File: src/gp0_params.svh
// Constants for the eight-pin general-purpose port: offsets, widths, reset values
`ifndef GP0_PARAMS_SVH
`define GP0_PARAMS_SVH

`define GP0_PINS 8
`define GP0_ADDR_W 5
`define GP0_DATA_W 32

`define GP0_OFS_DATA 5'h00
`define GP0_OFS_DIR 5'h04
`define GP0_OFS_PULL 5'h08
`define GP0_OFS_RMW 5'h0c

`define GP0_IDX_DATA 2'h0
`define GP0_IDX_DIR 2'h1
`define GP0_IDX_PULL 2'h2
`define GP0_IDX_RMW 2'h3

`define GP0_RST_LATCH 8'h00
`define GP0_RST_DIR 8'h00
`define GP0_RST_PULL 8'h00

`define GP0_RESP_OKAY 2'h0
`define GP0_RESP_SLVERR 2'h2

`endif

File: src/gp0_pkg.sv
// Types shared by the port and its pin cells
`include "gp0_params.svh"

package gp0_pkg;

	typedef enum logic [1:0] {
		GP0_WR_IDLE = 2'b01,
		GP0_WR_RESP = 2'b10
	} gp0_wr_state_type;

	typedef struct packed {
		logic [`GP0_PINS-1:0] pin_out;
		logic [`GP0_PINS-1:0] pin_oe_n;
		logic [`GP0_PINS-1:0] pull_up_en;
	} gp0_pins_out_type;

	typedef struct packed {
		logic drive;
		logic oe_n;
		logic pu;
	} gp0_pin_state_type;

	typedef struct packed {
		logic aw_have;
		logic [`GP0_ADDR_W-1:0] aw_addr;
		logic w_have;
		logic [`GP0_DATA_W-1:0] w_data;
		logic [3:0] w_strb;
		gp0_wr_state_type wr_st;
		logic [1:0] bresp;
		logic rvalid;
		logic [`GP0_DATA_W-1:0] rdata;
		logic [1:0] rresp;
		logic [`GP0_PINS-1:0] latch;
		logic [`GP0_PINS-1:0] dir;
		logic [`GP0_PINS-1:0] pull;
		logic [`GP0_PINS-1:0] irq;
	} gp0_state_type;

endpackage

File: src/gp0_pin_cell.sv
// Output stage of one port pin: drive level, enable and pull-up
`timescale 1ns/100ps

module gp0_pin_cell
	import gp0_pkg::*;
(
	input wire logic aclk,
	input wire logic aresetn,
	input wire logic latch_bit,
	input wire logic dir_bit,
	input wire logic pull_bit,
	output logic pin_out,
	output logic pin_oe_n,
	output logic pull_up_en
);

	gp0_pin_state_type s_q;
	gp0_pin_state_type s_d;

	// Next pin state from the three register bits
	always_comb begin
		s_d = s_q;
		s_d.drive = latch_bit;
		s_d.oe_n = ~dir_bit;
		// Pull-up drops out while the pin itself drives low
		s_d.pu = pull_bit & ~(dir_bit & ~latch_bit);
	end

	// Pins start as inputs with no pull-up
	always_ff @(posedge aclk) begin
		if (!aresetn) begin
			s_q <= '{drive: 1'b0, oe_n: 1'b1, pu: 1'b0};
		end else begin
			s_q <= s_d;
		end
	end

	assign pin_out = s_q.drive;
	assign pin_oe_n = s_q.oe_n;
	assign pull_up_en = s_q.pu;

endmodule

File: src/gp0_port.sv
// Eight-pin general-purpose port with AXI4-Lite register access
`timescale 1ns/100ps
`include "gp0_params.svh"

// Contract
// - Ordinary data register read returns the live pin levels, bit per pin.
// - Read-modify-write read of data register returns the output latch instead.
// - Data register write loads latch; output pins drive the latch bits.
// - Direction bit 0 makes the pin an input, 1 an output.
// - Pull-up select bit 1 connects the pull-up except while the pin drives low, 0 leaves it off.
// - Each pin n also feeds external interrupt input n.
// - Direction and pull-up registers read back the last written value.
// - Bit n of every port register belongs to pin n, bits 0 to 7.
module gp0_port
	import gp0_pkg::*;
(
	input wire logic aclk,
	input wire logic aresetn,
	input wire logic [`GP0_ADDR_W-1:0] s_axi_awaddr,
	input wire logic [2:0] s_axi_awprot,
	input wire logic s_axi_awvalid,
	output logic s_axi_awready,
	input wire logic [`GP0_DATA_W-1:0] s_axi_wdata,
	input wire logic [3:0] s_axi_wstrb,
	input wire logic s_axi_wvalid,
	output logic s_axi_wready,
	output logic [1:0] s_axi_bresp,
	output logic s_axi_bvalid,
	input wire logic s_axi_bready,
	input wire logic [`GP0_ADDR_W-1:0] s_axi_araddr,
	input wire logic [2:0] s_axi_arprot,
	input wire logic s_axi_arvalid,
	output logic s_axi_arready,
	output logic [`GP0_DATA_W-1:0] s_axi_rdata,
	output logic [1:0] s_axi_rresp,
	output logic s_axi_rvalid,
	input wire logic s_axi_rready,
	input wire logic [`GP0_PINS-1:0] pin_in,
	output gp0_pins_out_type pins,
	output logic [`GP0_PINS-1:0] ext_irq_in
);

	gp0_state_type s_q;
	gp0_state_type s_d;

	// Register index and hit flag for a byte address
	function automatic logic [2:0] gp0_decode(input logic [`GP0_ADDR_W-1:0] addr);
		logic [2:0] r;
		r = 3'h0;
		case (addr)
			`GP0_OFS_DATA: begin
				r = {1'b1, `GP0_IDX_DATA};
			end
			`GP0_OFS_DIR: begin
				r = {1'b1, `GP0_IDX_DIR};
			end
			`GP0_OFS_PULL: begin
				r = {1'b1, `GP0_IDX_PULL};
			end
			`GP0_OFS_RMW: begin
				r = {1'b1, `GP0_IDX_RMW};
			end
			default: begin
				r = 3'h0;
			end
		endcase
		return r;
	endfunction

	// Handshake inputs of each channel
	logic aw_take;
	logic w_take;
	logic ar_take;
	logic aw_ok;
	logic w_ok;
	logic [`GP0_ADDR_W-1:0] wr_addr;
	logic [`GP0_DATA_W-1:0] wr_data;
	logic [3:0] wr_strb;
	logic [2:0] wr_sel;
	logic [2:0] rd_sel;

	// Address and data are held off while a response waits
	assign s_axi_awready = ~s_q.aw_have & (s_q.wr_st == GP0_WR_IDLE);
	assign s_axi_wready = ~s_q.w_have & (s_q.wr_st == GP0_WR_IDLE);
	// One read in flight; the next is taken after rvalid clears
	assign s_axi_arready = ~s_q.rvalid;

	assign aw_take = s_axi_awvalid & s_axi_awready;
	assign w_take = s_axi_wvalid & s_axi_wready;
	assign ar_take = s_axi_arvalid & s_axi_arready;
	assign aw_ok = s_q.aw_have | aw_take;
	assign w_ok = s_q.w_have | w_take;

	// Either channel may arrive first; the held copy fills the gap
	assign wr_addr = s_q.aw_have ? s_q.aw_addr : s_axi_awaddr;
	assign wr_data = s_q.w_have ? s_q.w_data : s_axi_wdata;
	assign wr_strb = s_q.w_have ? s_q.w_strb : s_axi_wstrb;
	assign wr_sel = gp0_decode(wr_addr);
	assign rd_sel = gp0_decode(s_axi_araddr);

	// Next state of bus slave and port registers
	always_comb begin
		s_d = s_q;

		// Write path
		case (s_q.wr_st)
			GP0_WR_IDLE: begin
				if (aw_take) begin
					s_d.aw_have = 1'b1;
					s_d.aw_addr = s_axi_awaddr;
				end
				if (w_take) begin
					s_d.w_have = 1'b1;
					s_d.w_data = s_axi_wdata;
					s_d.w_strb = s_axi_wstrb;
				end
				if (aw_ok && w_ok) begin
					s_d.aw_have = 1'b0;
					s_d.w_have = 1'b0;
					s_d.wr_st = GP0_WR_RESP;
					s_d.bresp = wr_sel[2] ? `GP0_RESP_OKAY : `GP0_RESP_SLVERR;
					// Only the low byte lane carries register bits
					if (wr_sel[2] && wr_strb[0]) begin
						case (wr_sel[1:0])
							`GP0_IDX_DATA, `GP0_IDX_RMW: begin
								s_d.latch = wr_data[`GP0_PINS-1:0];
							end
							`GP0_IDX_DIR: begin
								s_d.dir = wr_data[`GP0_PINS-1:0];
							end
							`GP0_IDX_PULL: begin
								s_d.pull = wr_data[`GP0_PINS-1:0];
							end
							default: begin
								s_d.latch = s_q.latch;
							end
						endcase
					end
				end
			end
			GP0_WR_RESP: begin
				if (s_axi_bready) begin
					s_d.wr_st = GP0_WR_IDLE;
				end
			end
			default: begin
				s_d.wr_st = GP0_WR_IDLE;
			end
		endcase

		// Read path
		if (s_q.rvalid && s_axi_rready) begin
			s_d.rvalid = 1'b0;
		end
		if (ar_take) begin
			s_d.rvalid = 1'b1;
			s_d.rresp = rd_sel[2] ? `GP0_RESP_OKAY : `GP0_RESP_SLVERR;
			s_d.rdata = '0;
			if (rd_sel[2]) begin
				case (rd_sel[1:0])
					`GP0_IDX_DATA: begin
						s_d.rdata[`GP0_PINS-1:0] = pin_in;
					end
					`GP0_IDX_RMW: begin
						// Latch view serves read-modify-write sequences
						s_d.rdata[`GP0_PINS-1:0] = s_q.latch;
					end
					`GP0_IDX_DIR: begin
						s_d.rdata[`GP0_PINS-1:0] = s_q.dir;
					end
					`GP0_IDX_PULL: begin
						s_d.rdata[`GP0_PINS-1:0] = s_q.pull;
					end
					default: begin
						s_d.rdata = '0;
					end
				endcase
			end
		end

		// Every pin level goes on to its interrupt input
		s_d.irq = pin_in;
	end

	// Registered state; direction clears so no pin drives after reset
	always_ff @(posedge aclk) begin
		if (!aresetn) begin
			s_q <= '0;
			s_q.wr_st <= GP0_WR_IDLE;
			s_q.bresp <= `GP0_RESP_OKAY;
			s_q.rresp <= `GP0_RESP_OKAY;
			s_q.latch <= `GP0_RST_LATCH;
			s_q.dir <= `GP0_RST_DIR;
			s_q.pull <= `GP0_RST_PULL;
		end else begin
			s_q <= s_d;
		end
	end

	assign s_axi_bvalid = (s_q.wr_st == GP0_WR_RESP);
	assign s_axi_bresp = s_q.bresp;
	assign s_axi_rvalid = s_q.rvalid;
	assign s_axi_rdata = s_q.rdata;
	assign s_axi_rresp = s_q.rresp;
	assign ext_irq_in = s_q.irq;

	// One output stage per pin, bit n to pin n
	for (genvar n = 0; n < `GP0_PINS; n++) begin : g_pin
		gp0_pin_cell u_cell (
			.aclk(aclk),
			.aresetn(aresetn),
			.latch_bit(s_q.latch[n]),
			.dir_bit(s_q.dir[n]),
			.pull_bit(s_q.pull[n]),
			.pin_out(pins.pin_out[n]),
			.pin_oe_n(pins.pin_oe_n[n]),
			.pull_up_en(pins.pull_up_en[n])
		);
	end

endmodule

File: config.mk
export PLATFORM = sky130hd
export DESIGN_NAME = gp0_port
export DESIGN_NICKNAME = d
export VERILOG_FILES = /design/src/gp0_pkg.sv /design/src/gp0_pin_cell.sv /design/src/gp0_port.sv
export VERILOG_INCLUDE_DIRS = /design/src
export SDC_FILE = /design/constraint.sdc
export NUM_CORES = 1
export LEC_CHECK = 0
export BUFFER_PORTS_ARGS = -buffer_cell sky130_fd_sc_hd__buf_4
export CORE_UTILIZATION = 46
export CTS_BUF_LIST = sky130_fd_sc_hd__clkbuf_4
export DETAILED_ROUTE_END_ITERATION = 7
export GPL_ROUTABILITY_DRIVEN = 0
export GPL_TIMING_DRIVEN = 0
export HOLD_SLACK_MARGIN = 0.02
export PLACE_DENSITY = 0.78
export SYNTH_ARGS = -nofsm -noshare
export SYNTH_HDL_FRONTEND = slang
export SYNTH_SLANG_ARGS = --single-unit
File: constraint.sdc
create_clock -name aclk -period 2 [get_ports aclk]
set_clock_uncertainty 0.2 [all_clocks]
set_input_delay 0.4 -clock aclk [delete_from_list [all_inputs] [get_ports aclk]]
set_output_delay 0.4 -clock aclk [all_outputs]
set_load 0.02 [all_outputs]
==> qor.yml <==
sta:
  finalMaxSlewViolations: 0
  worst_pin_slew_ns: 0.5672
  slew_headroom_pct: 62.02
  period_needed_ns: 2.040
  fmax_mhz: 490.1
  setup_viol: 16
  fin_crit_sh_pct: 102.0
  setup_slack_ns: -0.04025
  rsz0062_at_grt: "true"
  finalHoldViolations: 0
layout:
  final_nets: 594
  seq_area_mm2: 0.001705
  layout_common_cells: "buf_4, dfxtp_1, nand2_1"
  fin_area_mm2: 0.004957
  area_delta_synth_final_pct: 29.65
  drive_gt1_share_pct: 36.98
  nFillCells: 635
  multi_input_area_mm2: 0.001546
  layout_commonest_cell: "buf_4"
clocking:
  ctsLongestPathBuffers: 2
  clk_pin_slew_ns: 0.13
  numCtsBuffers: 9
  clk_latency_ns: 0.42
  cts_tree: "built"
  cts_max_level: 3
  clkSinkCount: 85
  cts-root-buf: "clkbuf_4"
status:
  violations: "negative setup slack"
  status: "finished, violations left"
logic_synthesis:
  synth_top_family_by_area: "buffers and inverters"
  synth_xor_area_share_pct: 0
  synth_area_mm2: 0.003824
  synth_compound_area_share_pct: 7.919
  avgSynthCellArea_um2: 9.631
  synth-seq-cells: 85
  synth_edf_count: 0
  syn-instance-count: 397
  synth_simple_gate_area_share_pct: 15.31
  synthFlopType: "dfxtp_1"
  synth_cell_types: 37
  synthAdderAreaFrac_pct: 0.6545
  synth.mux.area_fraction_pct: 13.22
  synth_warnings: 0
  yosysSeqAreaShare_pct: 44.50
  synthArstFlopShare_pct: 0
floorplan:
  core_mm2: 0.007888
  die_h_um: 93.17
  die_w_um: 93.17
  initial_core_util_pct: 48.48
  dieArea_mm2: 0.008681
  ios: 140
  fp-row-count: 32
detailed_routing:
  postRouteAntennaNets: 0
  viasPerCell: 4.518
  drt_first_pass_iters: 4
  top_layer: "met4"
  met1_length_um: 3447
  drtIter0Drc: 78
  met2WireLength_um: 3665
  wl_per_cell_um: 12.15
  routed-via-count: 2860
  drc_errors: 0
  dr_wl_met3_um: 385
  drt-total-wl_um: 7688
power_and_ir_drop:
  p_per_area_mw_per_mm2: 687.1
  ir_worst_vdd_mv: 0.3461
  finalPower_w: 0.003406
  p_leak_nw: 2.358
worst_setup_path:
  rr_endpoint: "s_q[24]"
  cp-end-kind: "flop"
  path_class: "flop to flop"
  crit_start: "s_q[112]"
  startpoint_type: "flop"
  rr_worst_depth: 6
  cp_max_fo: 8
  r2r_setup_slack_ns: -0.04
  cp.arrival_ns: 2.19
  r2r_start: "s_q[112]"
  cp-endpoint: "s_q[24]"
  cp.required_ns: 2.15
placed_design:
  portBuffers: 77
  dp_hpwl_um: 5631
  place_area_mm2: 0.004628
global_routing:
  grt_max_degree: 14
  grt_pass1_vias: 2695
  grt_antenna_before_repair: 1
  track_usage_pct: 18.41
  grt_pass1_wl_um: 12190
  grt_overflow_total: 0
min_path:
  worstHoldPathType: "input port to flop"
run:
  cap_violations: 0
## worst max-delay path, stage by stage (launching register included)
cell and delay (ns):
dfxtp_2 0.36, nor4b_4 0.31, nor2_2 0.08, or2_4 0.25, ha_4 0.26, and3_4 0.29
mux2i_1 0.21
## synthesized netlist by cell type (9+ instances only)
library cell / n / share of area, %
buf_4: 68 / 13
inv_1: 20 / 2.0
nand2_1: 68 / 6.7
a21boi_0: 9 / 1.8
nor2b_1: 10 / 1.6
a21oi_1: 10 / 1.3
mux2i_1: 40 / 10
dfxtp_1: 85 / 45
clkbuf_1: 9 / 0.88
## metal layers
| metal | vias to the layer above | track usage [%] |
|---|---|---|
| met5 | - | 0 |
| met4 | 0 | 10.51 |
| met3 | 14 | 3.089 |
| met2 | 96 | 31.07 |
| met1 | 1282 | 22.10 |
| li1 | 1468 | - |
## report_power, final
| group | internal, W | total, W | switching (W) |
|---|---|---|---|
| Sequential | 0.00174 | 0.00178 | 0.0000323 |
| Clock | 0.000528 | 0.00107 | 0.000545 |
| Combinational | 0.000275 | 0.000557 | 0.000282 |
## final cells by class
| cell class | instances | share of cell area (%) |
|---|---|---|
| repair buffers | 95 | 15.12 |
| inverters | 20 | 1.514 |
| clock buffers | 11 | 1.666 |
| multi-input cells | 230 | 31.20 |
| well taps | 102 | 2.574 |
| diodes | 1 | 0.05048 |
| clock inverters | 5 | 1.514 |
| flip-flops and latches | 85 | 34.40 |
| plain buffers | 84 | 11.96 |
## how the worst min path moves through the flow
stage	startpoint	endpoint	slack [ns]	depth (start not counted)
floorplan	s_q[16]	g_pin[0].u_cell.pin_oe_n	0.19	1
global placement	s_q[20]	g_pin[4].u_cell.pin_oe_n	0.21	1
detailed placement	s_q[22]	g_pin[6].u_cell.pin_oe_n	0.22	1
CTS	s_axi_wdata[7]	s_q[82]	0.02	3
global route	s_axi_wdata[5]	s_q[80]	0.04	3
finish	s_axi_wdata[7]	s_q[82]	0.04	3
## kinds of logic after synthesis
kind of cell    count (synthesis)
compound gates                 41
fa+ha+maj                       2
buf+inv                       107
flops                          85
mux                            49
other cells                     1
simple gates                  112
## through the flow
stage	util [%]	setup WS, ns	TNS, ns	cells	hold slack [ns]
6_report	62.85	-0.04025	-0.3742	633	0.04135
5_1_grt	62.85	-0.1211	-1.365	633	0.03556
4_1_cts	62.83	-0.05142	-0.2490	632	0.02468
3_5_place_dp	58.68	-0.2592	-4.490	601	0.2172
3_3_place_gp	58.68	-0.2259	-3.855	601	0.2068
2_1_floorplan	-	0.001694	0	422	0.1901
## flip-flops by register name, summed over array words and instances (netlist names)
register and count:
ext_irq_in 8, g_pin.u_cell.pin_oe_n 8, g_pin.u_cell.pin_out 8, g_pin.u_cell.pull_up_en 8, s_axi_bresp 1, s_axi_rdata 8, s_axi_rresp 1, s_axi_rvalid 1
s_q 42
## repair_timing
| action | CTS | global route |
|---|---|---|
| setup endpoints to repair | 25 | 25 |
| resized for setup | 8 | 2 |
| pin swaps | 3 | 2 |
| hold buffers | 13 | 0 |
| buffers inserted | 3 | 2 |
| endpoints found under the hold margin | 12 | 0 |
No activity file was read; power rests on OpenSTA's default activity.
